$ cat config.mk
export PLATFORM = sky130hd
export DESIGN_NAME = pmc_power_mode_controller
export DESIGN_NICKNAME = d
export VERILOG_FILES = /design/src/pmc_pkg.sv /design/src/pmc_power_mode_controller.sv
export SDC_FILE = /design/constraint.sdc
export NUM_CORES = 1
export LEC_CHECK = 0
export BUFFER_PORTS_ARGS = -buffer_cell sky130_fd_sc_hd__buf_2
export CAP_MARGIN = 20
export CORE_MARGIN = 2
export CORE_UTILIZATION = 55
export DETAILED_ROUTE_END_ITERATION = 12
export GPL_TIMING_DRIVEN = 1
export PLACE_DENSITY = 0.82
export SLEW_MARGIN = 20
export SYNTH_ARGS = -nofsm -noshare
export SYNTH_HDL_FRONTEND = slang
export SYNTH_SLANG_ARGS = --single-unit
$ cat constraint.sdc
create_clock -name mclk -period 3.82 [get_ports mclk]
set_input_delay 0.764 -clock mclk [delete_from_list [all_inputs] [get_ports mclk]]
set_output_delay 0.764 -clock mclk [all_outputs]
set_load 0.05 [all_outputs]
$ cat src/pmc_pkg.sv
// package for the power mode controller: modes, timing counts, carried groups
`default_nettype none
package pmc_pkg;
  // power modes, gray coded along active -> sleep -> pd0 -> pd1 -> restore
  typedef enum logic [2:0] {
    PMC_ACTIVE  = 3'h0,
    PMC_SLEEP   = 3'h1,
    PMC_PD0     = 3'h3,
    PMC_PD1     = 3'h2,
    PMC_RESTORE = 3'h6
  } pmc_state_t;

  // requested mode codes on the software request port
  localparam logic [1:0] PMC_REQ_SLEEP = 2'h1;
  localparam logic [1:0] PMC_REQ_PD0   = 2'h2;
  localparam logic [1:0] PMC_REQ_PD1   = 2'h3;

  // wake restore times in ns, rate 125 MHz
  localparam int PMC_CLK_NS         = 8;
  localparam int PMC_SLEEP_WAKE_NS  = 80;
  localparam int PMC_PD_WAKE_NS     = 2000;
  localparam int PMC_SLEEP_WAKE_CYC = (PMC_SLEEP_WAKE_NS + PMC_CLK_NS - 1) / PMC_CLK_NS;
  localparam int PMC_PD_WAKE_CYC    = (PMC_PD_WAKE_NS + PMC_CLK_NS - 1) / PMC_CLK_NS;
  localparam int PMC_CNT_W          = 9;

  // wake sources, one bit each
  typedef struct packed {
    logic cap_sense;
    logic comparator;
    logic rtc;
    logic sleep_timer;
    logic pin_int;
    logic periph_int;
  } pmc_wake_t;

  // software keep-alive selections while in reduced power
  typedef struct packed {
    logic keep_32k;
    logic keep_comparator;
    logic keep_periph;
  } pmc_keep_t;

  // gating outputs
  typedef struct packed {
    logic cpu_clk_en;
    logic periph_clk_en;
    logic clk_32k_en;
    logic main_pwr_en;
    logic flash_analog_en;
    logic comparator_en;
    logic rtc_cap_radio_en;
    logic pin_hold;
  } pmc_gate_t;

  localparam pmc_gate_t PMC_GATE_ACTIVE = 8'hf6;
endpackage
`default_nettype wire

$ cat src/pmc_power_mode_controller.sv
// power mode controller: mode sequencing, clock and power gating, supply drop monitor
//
// How it works
// RULE1 - any reset puts the chip in active mode with processor clock running
// RULE2 - reduced power entered only on a software request after processing ends
// RULE3 - sleep stops processor clock until reset or interrupt
// RULE4 - in sleep, selected peripherals stay clocked and their interrupts wake
// RULE5 - sleep keeps state, sram, registers and holds pin levels static
// RULE6 - power-down 0 powers only always-on domain, 32k sources, timers, reset pin
// RULE7 - power-down 0 stops clocks except optional 32k; analog and flash off
// RULE8 - comparator may run in power-down and wakes on voltage above reference
// RULE9 - power-down 0 wake: pins, sleep timer, rtc, supply drop, comparator, cap sense
// RULE10 - power-down 0 keeps state and sram, holds pin levels
// RULE11 - waking from power-down takes longer than waking from sleep
// RULE12 - power-down 1 stops 32k source, cap sense, rtc and radio low-power domain
// RULE13 - only pins and comparator wake from power-down 1
// RULE14 - supply drop below level sets a flag that can interrupt
// RULE15 - separate selectable thresholds for reset and for interrupt
// RULE16 - supply drop monitor disabled after reset until software enables it
// RULE17 - on wake, clocks and power restored before processor resumes
`default_nettype none
module pmc_power_mode_controller
  import pmc_pkg::*;
#(
  parameter int SLEEP_WAKE_CYC = PMC_SLEEP_WAKE_CYC,
  parameter int PD_WAKE_CYC    = PMC_PD_WAKE_CYC,
  parameter int THR_W          = 3
) (
  input  wire logic             mclk,
  input  wire logic             sys_rst,
  input  wire logic             mode_req_valid,
  input  wire logic [1:0]       mode_req,
  input  wire logic             cpu_idle,
  input  wire pmc_keep_t        keep,
  input  wire pmc_wake_t        wake_raw,
  input  wire logic             comparator_above,
  input  wire logic             supply_drop_enable,
  input  wire logic [THR_W-1:0] supply_level,
  input  wire logic [THR_W-1:0] reset_threshold,
  input  wire logic [THR_W-1:0] int_threshold,
  input  wire logic             supply_drop_flag_clear,
  output var pmc_gate_t         gate,
  output var pmc_state_t        mode,
  output logic                  cpu_run,
  output logic                  supply_drop_flag,
  output logic                  supply_drop_irq,
  output logic                  supply_drop_reset
);

  initial begin
    // the restore check below bounds the wake at 300 cycles
    if (SLEEP_WAKE_CYC < 1 || PD_WAKE_CYC <= SLEEP_WAKE_CYC || PD_WAKE_CYC > 299)
      $error("pmc: wake counts out of range");
    if (THR_W < 1 || THR_W > 8)
      $error("pmc: threshold width out of range");
  end

  // pin-side inputs pass two flops; only stage two is read
  pmc_wake_t        wake_s1, wake_s2;
  logic             cmp_s1, cmp_s2;
  logic [THR_W-1:0] lvl_s1, lvl_s2;

  always_ff @(posedge mclk) begin
    if (sys_rst) begin
      wake_s1 <= '0;
      wake_s2 <= '0;
      cmp_s1  <= 1'b0;
      cmp_s2  <= 1'b0;
      lvl_s1  <= '1;
      lvl_s2  <= '1;
    end else begin
      wake_s1 <= wake_raw;
      wake_s2 <= wake_s1;
      cmp_s1  <= comparator_above;
      cmp_s2  <= cmp_s1;
      lvl_s1  <= supply_level;
      lvl_s2  <= lvl_s1;
    end
  end

  // supply drop monitor
  logic next_flag, next_irq, next_rst;
  logic below_int, below_rst;

  always_comb begin
    below_int = supply_drop_enable && (lvl_s2 < int_threshold);   // RULE15
    below_rst = supply_drop_enable && (lvl_s2 < reset_threshold); // RULE15
    next_flag = supply_drop_flag;
    if (supply_drop_flag_clear)
      next_flag = 1'b0;
    if (below_int)
      next_flag = 1'b1; // RULE14
    next_irq = next_flag;  // RULE14
    next_rst = below_rst;  // RULE15
  end

  always_ff @(posedge mclk) begin
    if (sys_rst) begin
      supply_drop_flag  <= 1'b0; // RULE16
      supply_drop_irq   <= 1'b0;
      supply_drop_reset <= 1'b0;
    end else begin
      supply_drop_flag  <= next_flag;
      supply_drop_irq   <= next_irq;
      supply_drop_reset <= next_rst;
    end
  end

  // wake qualification per mode
  logic wake_sleep, wake_pd0, wake_pd1, cmp_wake;

  always_comb begin
    // the comparator wakes by its level or by its interrupt line
    cmp_wake   = keep.keep_comparator && (cmp_s2 || wake_s2.comparator); // RULE8 RULE9
    wake_sleep = wake_s2.pin_int || (keep.keep_periph && wake_s2.periph_int) // RULE4
                 || wake_s2.sleep_timer || wake_s2.rtc || cmp_wake || supply_drop_irq; // RULE3
    wake_pd0   = wake_s2.pin_int || wake_s2.sleep_timer || wake_s2.rtc || cmp_wake
                 || wake_s2.cap_sense || supply_drop_reset; // RULE9
    wake_pd1   = wake_s2.pin_int || cmp_wake; // RULE13
  end

  // mode sequencer
  pmc_state_t           next_mode;
  pmc_gate_t            next_gate;
  logic                 next_cpu_run;
  logic [PMC_CNT_W-1:0] cnt, next_cnt;

  always_comb begin
    next_mode    = mode;
    next_cnt     = cnt;
    case (mode)
      PMC_ACTIVE: begin
        if (mode_req_valid && cpu_idle) begin // RULE2
          case (mode_req)
            PMC_REQ_SLEEP: next_mode = PMC_SLEEP;
            PMC_REQ_PD0:   next_mode = PMC_PD0;
            PMC_REQ_PD1:   next_mode = PMC_PD1;
            default:       next_mode = PMC_ACTIVE;
          endcase
        end
      end
      PMC_SLEEP: begin
        if (wake_sleep) begin
          next_mode = PMC_RESTORE;
          next_cnt  = PMC_CNT_W'(SLEEP_WAKE_CYC); // RULE11
        end
      end
      PMC_PD0: begin
        if (wake_pd0) begin
          next_mode = PMC_RESTORE;
          next_cnt  = PMC_CNT_W'(PD_WAKE_CYC); // RULE11
        end
      end
      PMC_PD1: begin
        if (wake_pd1) begin
          next_mode = PMC_RESTORE;
          next_cnt  = PMC_CNT_W'(PD_WAKE_CYC); // RULE11
        end
      end
      PMC_RESTORE: begin
        // processor stays stopped until the restore count is spent
        if (cnt <= PMC_CNT_W'(1)) begin
          next_mode = PMC_ACTIVE; // RULE17
          next_cnt  = '0;
        end else begin
          next_cnt = cnt - PMC_CNT_W'(1);
        end
      end
      default: next_mode = PMC_ACTIVE;
    endcase

    // gating follows the mode being entered so outputs stay registered
    next_gate = PMC_GATE_ACTIVE;
    case (next_mode)
      PMC_SLEEP: begin
        next_gate.cpu_clk_en      = 1'b0;               // RULE3
        next_gate.periph_clk_en   = keep.keep_periph;   // RULE4
        next_gate.comparator_en   = keep.keep_comparator;
        next_gate.pin_hold        = 1'b1;               // RULE5
      end
      PMC_PD0: begin
        next_gate.cpu_clk_en      = 1'b0;
        next_gate.periph_clk_en   = 1'b0;               // RULE7
        next_gate.clk_32k_en      = keep.keep_32k;      // RULE7
        next_gate.main_pwr_en     = 1'b0;               // RULE6
        next_gate.flash_analog_en = 1'b0;               // RULE7
        next_gate.comparator_en   = keep.keep_comparator; // RULE8
        next_gate.rtc_cap_radio_en = 1'b1;              // RULE6
        next_gate.pin_hold        = 1'b1;               // RULE10
      end
      PMC_PD1: begin
        next_gate.cpu_clk_en      = 1'b0;
        next_gate.periph_clk_en   = 1'b0;
        next_gate.clk_32k_en      = 1'b0;               // RULE12
        next_gate.main_pwr_en     = 1'b0;
        next_gate.flash_analog_en = 1'b0;
        next_gate.comparator_en   = keep.keep_comparator; // RULE8
        next_gate.rtc_cap_radio_en = 1'b0;              // RULE12
        next_gate.pin_hold        = 1'b1;
      end
      PMC_RESTORE: begin
        // power and clocks back on, pins still held, cpu still stopped
        next_gate.cpu_clk_en      = 1'b0; // RULE17
        next_gate.pin_hold        = 1'b1;
      end
      default: next_gate = PMC_GATE_ACTIVE;
    endcase
    next_cpu_run = (next_mode == PMC_ACTIVE);
  end

  always_ff @(posedge mclk) begin
    if (sys_rst) begin
      mode    <= PMC_ACTIVE;      // RULE1
      gate    <= PMC_GATE_ACTIVE; // RULE1
      cpu_run <= 1'b1;
      cnt     <= '0;
    end else begin
      mode    <= next_mode;
      gate    <= next_gate;
      cpu_run <= next_cpu_run;
      cnt     <= next_cnt;
    end
  end
endmodule
`default_nettype wire

After elaboration in Yosys (flattened, before gate mapping)

Cells that the tools add are included.
W data, S select, Z words.

Register bits: 43
Input port bits: 27

$add $sub $neg: 1
$lt $le $gt $ge: 3
Eq/ne operators: 14
Multiplexer cells: 19
Bitwise operators: 1
Reduce and logical (&&, ||, !) cells: 26

Operators with widths:

| cell                  | count |
|---|---|
| $mux W9               | 4 |
| $pmux W9 S4           | 1 |
| $mux W3               | 5 |
| $pmux W3 S5           | 1 |
| $eq A3 B2 Y1 const B  | 4 |
| $logic_or A1 B1 Y1    | 12 |
| $le A9 B1 Y1 const B  | 1 |
| $sub A9 B1 Y9 const B | 1 |
| $eq A3 B1 Y1 const B  | 2 |
| $eq A3 B3 Y1 const B  | 2 |
| $logic_not A3 Y1      | 2 |
| $lt A3 B3 Y1          | 2 |
| $ne A2 B2 Y1 const B  | 3 |
| $pmux W2 S3           | 1 |
| $pmux W3 S2           | 1 |
| $logic_and A1 B1 Y1   | 5 |
| $mux W1               | 5 |
| $eq A2 B2 Y1 const B  | 2 |
| $reduce_and A4 Y1     | 1 |
| $reduce_bool A4 Y1    | 1 |
| $reduce_or A2 Y1      | 2 |
| $reduce_or A4 Y1      | 1 |
| $reduce_or A3 Y1      | 1 |
| $eq A2 B1 Y1 const B  | 1 |
| 3 further kinds       | 3 |

Depth between registers and ports, before layout

Gate-level depths: netlist of the first run.

Word-level depth: 12
Gate-level depth with buffers: 7
Depth with buffers taken out: 7

Least setup slack after synthesis of the first run

OpenSTA, ideal clock, no wires.

Kind: input port to flip-flop
Start: input keep[0] in the netlist's numbering
End: register gate[2] in the netlist's numbering
Setup time: 120 ps
Arrival: 1847 ps
Data required time: 3700 ps
Slack: 1853 ps
Stages on the path: 5
Path buffers: 0
Cells stage by stage: a21oi_1 -> nand4_1 -> a21o_1 -> or3_1 -> a211o_1

Longest elaborated chain between the ends: 12
Elaborated cells between the ends (all ways): 14

Ends and longest elaborated chain:

| what                                         | line                             | RTL |
|---|---|---|
| start, declared                              | pmc_power_mode_controller.sv:34  | `input wire pmc_keep_t keep,` |
| $logic_and A1 B1 Y1 (*)                      | pmc_power_mode_controller.sv:115 | `wake_sleep = wake_s2.pin_int \|\| (keep.keep_periph && wake_s2.periph_int)` |
| $logic_or A1 B1 Y1 (*)                       | pmc_power_mode_controller.sv:115 |  |
| $logic_or A1 B1 Y1 (*) (4 in a row)          | pmc_power_mode_controller.sv:116 | `\|\| wake_s2.sleep_timer \|\| wake_s2.rtc \|\| cmp_wake \|\| supply_drop_irq;` |
| $mux W3 (*)                                  | pmc_power_mode_controller.sv:143 | `if (wake_sleep) begin` |
| $pmux W3 S5 (*)                              | pmc_power_mode_controller.sv:131 | `case (mode)` |
| $eq A3 B2 Y1 or $eq A3 B1 Y1 (tied branches) | pmc_power_mode_controller.sv:174 | `case (next_mode)` |
| $reduce_or A3 Y1 (no source line) (*)        | n/a                              |  |
| $not A1 Y1 (no source line) (*)              | n/a                              |  |
| $reduce_or A2 Y1 (no source line) (*)        | n/a                              |  |
| end signal, assigned                         | pmc_power_mode_controller.sv:219 | `gate <= next_gate;` |
| end, declared                                | pmc_power_mode_controller.sv:42  | `output var pmc_gate_t gate,` |

Mark *: on every way between the ends. The rest lies on a longest branch, timed or not.
A chain may end at the register's enable or synchronous reset.

Worst setup path in the final report of the first run

Start: register cnt[0]
End: register gate[2] in the netlist's numbering

Longest elaborated chain between the ends: 7
Elaborated cells between the ends (all ways): 9

Ends and longest elaborated chain:

| what                                         | line                             | RTL |
|---|---|---|
| start, declared                              | pmc_power_mode_controller.sv:126 | `logic [PMC_CNT_W-1:0] cnt, next_cnt;` |
| start signal, assigned                       | pmc_power_mode_controller.sv:221 | `cnt <= next_cnt;` |
| $le A9 B1 Y1 (*)                             | pmc_power_mode_controller.sv:162 | `if (cnt <= PMC_CNT_W'(1)) begin` |
| $mux W3 (*)                                  | pmc_power_mode_controller.sv:162 |  |
| $pmux W3 S5 (*)                              | pmc_power_mode_controller.sv:131 |  |
| $eq A3 B2 Y1 or $eq A3 B1 Y1 (tied branches) | pmc_power_mode_controller.sv:174 |  |
| $reduce_or A3 Y1 (no source line) (*)        | n/a                              |  |
| $not A1 Y1 (no source line) (*)              | n/a                              |  |
| $reduce_or A2 Y1 (no source line) (*)        | n/a                              |  |

Marked as above.

==> run metrics, run 1 <==
CP endpoint=gate[2]; relative slew slack=59.7%; Core Area=3080 um^2; outcome=finished clean; first-pass GRT wire length=5070 um; top-area cell type share of the netlist area=46.8%; Worst path top cell family by delay=compound AO/OA/AOI/OAI gates; share of cells above drive strength 1=27.0%; CTS Hold Buffers Added=0; ANT cells=0; Worst Setup End Kind=register; port bufs=40; number of global-route vias before repair=1199; CP arrival=2.23 ns; via count=1400; Routability Congestion=0.823; Net count, final=267; HP Class=reg -> reg; post-synthesis sequential area ratio=46.8%; CP startpoint=cnt[0]; startpoint types=register; clk sinks=42; commonest cells after routing, fill and taps aside=dfxtp_1 (42), buf_2 (40), nor2_1 (17), nor2b_1 (15), inv_1 (14); Max Freq=507 MHz; Post-Syn Instances=193; grt total ovfl=0; Starting Density=58.4%; Final WS setup=1.85 ns; total power=0.000832 W; Final Hold Vio Count=0; die area=3740 um^2; kind of critical path=reg -> reg; Worst-Margin Slew=0.604 ns; worst-path maximum fanout=8; Cell variety after synth=45; Worst path max stage delay=0.46 ns; Reg2Reg Depth=6; dpl hpwl=2200 um; I/O pins=42; Clock Root Buffer=clkbuf_4; Site Rows=20; initial DRC count=53; clock-pin slew on the worst setup and hold paths=0.12 ns; DIE WIDTH=61.2 um; clk buf depth=2; final period utilization=51.7%; static leakage=0.888 nW; Buf+Inv Stages, Crit Path=0; H-tree levels=2; EDFF count, synth=0; post-synth top area cell=dfxtp_1; final WL=2970 um; RSZ-0062 raised after global routing=no; via/cell ratio=5.05; # setup viols final=0; Worst VDD drop=316 uV; TNS Setup=0 ns; CTS tree=done; YS warnings=0; syn nets=228; drt wl/cell=10.7 um; drc violations=0; Area Growth Syn to Fin=14.9%; die height=61.2 um; fin area=2060 um^2; PostCTS Resize Cnt=0; Worst R2R End=gate[2]; commonest non-fill, non-tap cell in the layout=dfxtp_1; critical-path cell list=ha_1, o21bai_1, a31oi_4, a21o_1, or3_1, a211o_1; Max-cap violations=0; dpl ws=1.57 ns; Skew-Pair Late Insertion Delay=0.35 ns; Util after Layout=67.1%; mapped cell area=1800 um^2; GRT Total Usage=18.4%; worst endpoint required time=4.07 ns; Setup Buffers After CTS=0; synth top area cells=dfxtp_1 (47%), ha_1 (5.6%), nor2b_1 (5.2%), nor2_1 (3.6%), inv_1 (2.9%); clk_skew=0.00946 ns; most used flip-flop cell after synthesis=dfxtp_1; reg2reg setup slack=1.85 ns; initial antenna violation count=0; hold depth=1; Avg Cell Area, Syn=9.31 um^2; drt pass-1 iters=4; pwr dens=403 nW/um^2; pins over their slew limit=0; CTS Buf Count=5; WP depth=6; worst-path cell with the longest stage delay=dfxtp_1; largest net degree at the start of global routing=39; Final ANT Viol Nets=0; Final min period=1.97 ns; ys async rst share=0%; Area after DPL=2010 um^2; RR Startpoint=cnt[0]; #FFs+latches synth=42
[kinds of logic after synthesis]
group | after synthesis | synth area share, %
DFF | 42 | 46.8
adders and majority gates | 8 | 5.57
and+or+nand+nor | 74 | 23.3
other | 1 | 0.209
muxes | 1 | 0.627
AOI/OAI and AO/OA | 45 | 18.0
buffers and inverters | 22 | 5.50
[how the worst min path moves through the flow]
stage / startpoint / to / slack (ns)
4_1_cts: lvl_s1[1] / lvl_s2[1] / 0.43
6_report: lvl_s1[0] / lvl_s2[0] / 0.42
3_3_place_gp: lvl_s1[0] / lvl_s2[0] / 0.39
2_1_floorplan: lvl_s1[0] / lvl_s2[0] / 0.39
3_5_place_dp: lvl_s1[1] / lvl_s2[1] / 0.39
5_1_grt: lvl_s1[0] / lvl_s2[0] / 0.44
[registers in the layout, indices dropped and copies added, names as in the netlist]
name               count
mode                   3
cmp_s2                 1
cmp_s1                 1
supply_drop_irq        1
cpu_run                1
gate                   7
cnt                    9
wake_s1                6
lvl_s1                 3
lvl_s2                 3
supply_drop_reset      1
wake_s2                6
[per-stage QoR]
step	hold slack, ns	cells
6_report	0.424	277
5_1_grt	0.439	277
4_1_cts	0.426	277
3_5_place_dp	0.393	269
3_3_place_gp	0.392	269
2_1_floorplan	0.389	193
[synthesized netlist by cell type (2+ instances only)]
master	count
inv_1	14
a311oi_1	4
a21bo_2	2
a21boi_0	3
o41ai_1	3
a211oi_1	2
o21bai_1	2
a31oi_1	2
nand2b_1	4
clkbuf_1	4
nand3b_1	2
dfxtp_1	42
ha_1	8
nand3_1	3
o21ai_0	9
nand2_1	11
buf_4	2
nor2_1	17
and3_1	2
or2_2	7
nor3_1	3
a21oi_1	9
nor2b_1	15
a21o_1	2
[where the power goes]
part	total (W)	internal, W	switching [W]
clock network	0.000210	0.0000715	0.000139
logic	0.000146	0.0000519	0.0000940
registers	0.000475	0.000461	0.0000142
[metal layers]
layer,track usage [%],part of all wire (%),vias to the layer above
met1,22.4,45,612
met3,7.77,6.8,4
met5,0,0,-
li1,-,-,741
met4,6.52,1.3,0
met2,29.2,47,43
[final cells by class]
class / count / area (um^2)
clock buffers: 5 / 37.5
well taps: 44 / 55.1
multi-input cells: 129 / 857
repair buffers: 40 / 200
flip-flops and latches: 42 / 841
inverters: 14 / 52.6
clock inverters: 3 / 21.3
fillers: 273 / 1010
Note: power is estimated with default switching activity, not from simulation.
==> run 2: changes to the inputs <==
--- a/config.mk
+++ b/config.mk
@@ -8,10 +8,10 @@
 export BUFFER_PORTS_ARGS = -buffer_cell sky130_fd_sc_hd__buf_2
 export CAP_MARGIN = 20
 export CORE_MARGIN = 2
-export CORE_UTILIZATION = 55
+export CORE_UTILIZATION = 47
 export DETAILED_ROUTE_END_ITERATION = 12
 export GPL_TIMING_DRIVEN = 1
-export PLACE_DENSITY = 0.82
+export PLACE_DENSITY = 0.75
 export SLEW_MARGIN = 20
 export SYNTH_ARGS = -nofsm -noshare
 export SYNTH_HDL_FRONTEND = slang
==> constraint.sdc (replaced) <==
create_clock -name mclk -period 1.8 [get_ports mclk]
set_input_delay 0.36 -clock mclk [delete_from_list [all_inputs] [get_ports mclk]]
set_output_delay 0.36 -clock mclk [all_outputs]
set_load 0.05 [all_outputs]
==> run 2 against run 1 <==
- fmax rose by 14%
- non-clock buffer count rose by 10
- register-to-register slack got worse by 1.8 ns
- total power rose by 130%
- first-iteration DRC count fell by 1.9%
- final area rose by 7.0%
- sequential share of layout area fell by 2.3 points
- critical path type unchanged
==> run metrics, run 2 (same netlist as run 1, synthesis figures left out) <==
worst-path cell with the longest stage delay=dfxtp_2; DIE WIDTH=65.8 um; CTS tree=done; GRT Total Usage=17.5%; area occupied by multi-input gates=881 um^2; total power=0.00194 W; Worst R2R End=cnt[6]; clk_skew=0.00540 ns; initial antenna violation count=0; I/O pins=42; Skew-Pair Late Insertion Delay=0.29 ns; Area Growth Syn to Fin=22.9%; Regs by FF count=cnt (9), gate (7); first-pass GRT wire length=5800 um; critical-path cell list=inv_1, ha_1, o21bai_2, buf_4, a31o_2, o41ai_2, nand2_1, o21bai_1; commonest non-fill, non-tap cell in the layout=buf_2; clk sinks=42; Final min period=1.73 ns; worst endpoint required time=2.02 ns; Starting Density=49.1%; reg2reg setup slack=0.07 ns; H-tree levels=2; drc violations=0; Largest Register=cnt; # setup viols final=0; max reg flops=9; static leakage=0.967 nW; dpl hpwl=2580 um; met1 global-route usage=21.5%; clk buf depth=2; kind of critical path=reg -> reg; CP startpoint=cnt[1]; Area after DPL=2090 um^2; die height=65.8 um; Worst VDD drop=421 uV; largest net degree at the start of global routing=22; Site Rows=22; final WL=3520 um; via count=1487; grt total ovfl=0; M3 GR Usage=4.09%; Setup Buffers After CTS=0; drt pass-1 iters=4; die area=4330 um^2; final period utilization=95.9%; worst-path maximum fanout=3; Routability Congestion=0.890; Reg area=848 um^2; CP arrival=1.95 ns; TNS Setup=0 ns; pwr dens=880 nW/um^2; Reg2Reg Depth=8; Final Hold Vio Count=0; Buf+Inv Stages, Crit Path=2; Worst path max stage delay=0.35 ns; Filler cells=330; gr busiest metal=met2; initial DRC count=52; RR Startpoint=cnt[1]; drt wl/cell=12.1 um; pins over their slew limit=0; number of global-route vias before repair=1338; Max-cap violations=0; share of cells above drive strength 1=34.6%; Final ANT Viol Nets=0; Worst Setup End Kind=register; via/cell ratio=5.11; outcome=finished clean; Net count, final=277; Clock Root Buffer=clkbuf_8; clock-pin slew on the worst setup and hold paths=0.08 ns; CTS Buf Count=5; dpl ws=-0.0726 ns; HP Class=in -> reg; commonest cells after routing, fill and taps aside=buf_2 (40), dfxtp_1 (36), nor2_1 (17), nor2b_1 (15), inv_1 (14); met2 Use GR=29.0%; startpoint types=register; Final WS setup=0.0744 ns; WP depth=8; ANT cells=0; hold depth=2; Worst path top cell family by delay=compound AO/OA/AOI/OAI gates; port bufs=40; fin area=2210 um^2; Max Freq=580 MHz; Hold Slack=0.245 ns; Core Area=3660 um^2; CP endpoint=cnt[6]
-- run 2: cell count changes in the layout (fill, tap and decap cells not counted), moves of 5 or more --
cell,change
clkbuf_4,-5
buf_4,+9
dfxtp_2,+6
clkbuf_8,+5
dfxtp_1,-6
-- run 2: worst min path at each step --
stage | from | slack (ns) | endpoint
6_report | supply_level[2] | 0.24 | lvl_s1[2]
3_5_place_dp | lvl_s1[2] | 0.40 | lvl_s2[2]
3_3_place_gp | lvl_s1[1] | 0.39 | lvl_s2[1]
5_1_grt | supply_level[0] | 0.25 | lvl_s1[0]
2_1_floorplan | lvl_s1[0] | 0.39 | lvl_s2[0]
4_1_cts | supply_level[2] | 0.24 | lvl_s1[2]
-- run 2: metal layers --
metal	share of wire, %	vias to the layer above
met2	47	47
met5	0	-
met4	1.8	0
li1	-	761
met3	6.2	6
met1	45	673
-- run 2: timing repair --
| action | in CTS | in global routing |
|---|---|---|
| hold buffers | 0 | 0 |
| resized for setup | 0 | 10 |
| endpoints found under the setup margin | 0 | 12 |
-- run 2: power breakdown --
group          switching, W  internal [W]  leakage, nW
clock network      0.000319      0.000273       0.0483
registers         0.0000282      0.000980        0.348
logic              0.000216      0.000128        0.571
-- run 2: layout make-up --
type | instances | area share (%)
clock buffers | 5 | 3.12
clock inverters | 3 | 0.850
inverters | 14 | 2.38
multi-input cells | 129 | 39.9
flip-flops and latches | 42 | 38.4
well taps | 48 | 2.72
repair buffers | 50 | 12.6
-- run 2: stage by stage --
step	instances	util [%]
after floorplan	193	-
after global placement	283	57.1
after global routing	291	60.3
after detailed placement	283	57.1
after CTS	291	59.5
final	291	60.3
==> run 3: changes to the inputs <==
--- a/config.mk
+++ b/config.mk
@@ -11,8 +11,7 @@
 export CORE_UTILIZATION = 47
 export DETAILED_ROUTE_END_ITERATION = 12
 export GPL_TIMING_DRIVEN = 1
-export PLACE_DENSITY = 0.75
-export SLEW_MARGIN = 20
+export PLACE_DENSITY = 0.79
 export SYNTH_ARGS = -nofsm -noshare
 export SYNTH_HDL_FRONTEND = slang
 export SYNTH_SLANG_ARGS = --single-unit
==> run 3 against run 2 <==
- total power rose by 2.4%
- utilization rose by 1.2 points
- clock-buffer cell count rose by 1
- sequential share of layout area fell by 0.71 points
- first-iteration DRC count rose by 19%
- hold slack improved by 0.00070 ns
- clock power rose by 8.6%
- fmax fell by 0.70%
- final area rose by 2.0%
- critical path type unchanged
==> run metrics, run 3 (same netlist as run 1, synthesis figures left out) <==
Worst R2R End=gate[2]; initial antenna violation count=0; Skew-Pair Late Insertion Delay=0.29 ns; RSZ-0062 raised after global routing=yes; reg2reg setup slack=0.06 ns; Site Rows=22; kind of critical path=reg -> reg; first-pass GRT wire length=6010 um; DIE WIDTH=65.8 um; I/O pins=42; dpl ws=-0.0779 ns; RR Startpoint=cnt[6]; Final ANT Viol Nets=0; dpl hpwl=2510 um; Final WS setup=0.0622 ns; Core Area=3660 um^2; Starting Density=49.1%; commonest non-fill, non-tap cell in the layout=buf_2; drt pass-1 iters=4; Area Growth Syn to Fin=25.4%; grt total ovfl=0; final WL=3430 um; via/cell ratio=5.02; drc violations=0; Final Hold Vio Count=0; GRT Total Usage=18.0%; pins over their slew limit=0; CP endpoint=gate[2]; share of cells above drive strength 1=35.4%; outcome=finished clean; clk buf depth=2; Util after Layout=61.6%; via count=1477; initial DRC count=62; largest net degree at the start of global routing=22; # setup viols final=0; clk_skew=0.00483 ns; Clock Root Buffer=clkbuf_8; Reg2Reg Depth=5; H-tree levels=2; worst-path maximum fanout=3; CTS tree=done; clock-pin slew on the worst setup and hold paths=0.08 ns; HP Class=in -> reg; worst endpoint required time=1.99 ns; die height=65.8 um; Max Freq=575 MHz; final period utilization=96.5%; Hold Slack=0.245 ns; Area after DPL=2090 um^2; static leakage=0.988 nW; Final min period=1.74 ns; number of global-route vias before repair=1416; fin area=2250 um^2; ANT cells=0; Regs by FF count=cnt (9), gate (7); commonest cells after routing, fill and taps aside=buf_2 (40), dfxtp_1 (37), nor2_1 (17), nor2b_1 (15), inv_1 (13); CP arrival=1.93 ns; CTS Buf Count=5; max reg flops=9; Routability Congestion=0.854; clk sinks=42; drt wl/cell=11.6 um; Largest Register=cnt; Worst VDD drop=630 uV; Worst Setup End Kind=register; startpoint types=register; Net count, final=280; Max-cap violations=0; port bufs=40; pwr dens=883 nW/um^2; CP startpoint=cnt[6]; die area=4330 um^2
## run 3: layer usage
layer | wire length (um) | part of all wire (%) | track usage (%) | vias to the layer above
met2 | 1660 | 49 | 30.8 | 35
met1 | 1550 | 45 | 21.2 | 672
met4 | 44 | 1.3 | 7.55 | 0
met5 | 0 | 0 | 0 | -
met3 | 167 | 4.9 | 4.43 | 6
li1 | - | - | - | 764
## run 3: worst min-delay path by stage
stage / cells past startpoint / slack (ns) / to / start
3_3_place_gp: 1 / 0.39 / lvl_s2[0] / lvl_s1[0]
2_1_floorplan: 1 / 0.39 / lvl_s2[0] / lvl_s1[0]
4_1_cts: 2 / 0.24 / lvl_s1[2] / supply_level[2]
6_report: 2 / 0.25 / lvl_s1[2] / supply_level[2]
5_1_grt: 2 / 0.24 / lvl_s1[1] / supply_level[1]
3_5_place_dp: 1 / 0.39 / lvl_s2[0] / lvl_s1[0]
## run 3: what timing repair did
item	4_1_cts	5_1_grt
buffers inserted	0	3
resized for setup	0	13
setup endpoints to repair	0	9
endpoints found under the hold margin	0	0
hold buffers	0	0
## run 3: report_power, final
group | leakage [nW] | switching [W] | total [W] | internal [W]
clock network | 0.0478 | 0.000328 | 0.000643 | 0.000315
logic | 0.593 | 0.000211 | 0.000340 | 0.000128
registers | 0.348 | 0.0000292 | 0.00101 | 0.000979
## run 3: area by class of cell
type / instances / area (um^2)
clock buffers: 6 / 82.6
fillers: 299 / 1410
flip-flops and latches: 42 / 850
clock inverters: 2 / 16.3
repair buffers: 53 / 305
multi-input cells: 129 / 887
inverters: 14 / 52.6
well taps: 48 / 60.1
## run 3: metrics by stage
| stage | total power [W] | cells | setup TNS (ns) |
|---|---|---|---|
| after floorplan | 0.00127 | 193 | 0 |
| after global placement | 0.00135 | 283 | -0.0102 |
| after detailed placement | 0.00136 | 283 | -0.0871 |
| after CTS | 0.00200 | 291 | 0 |
| after global routing | 0.00209 | 294 | -0.00595 |
| final | 0.00199 | 294 | 0 |
## run 3: worst max-delay path, stage by stage, from the launching register on
cell	delay, ns
dfxtp_1	0.34
nor4_4	0.37
a31oi_4	0.13
a21o_1	0.18
or3_1	0.35
a211o_1	0.26
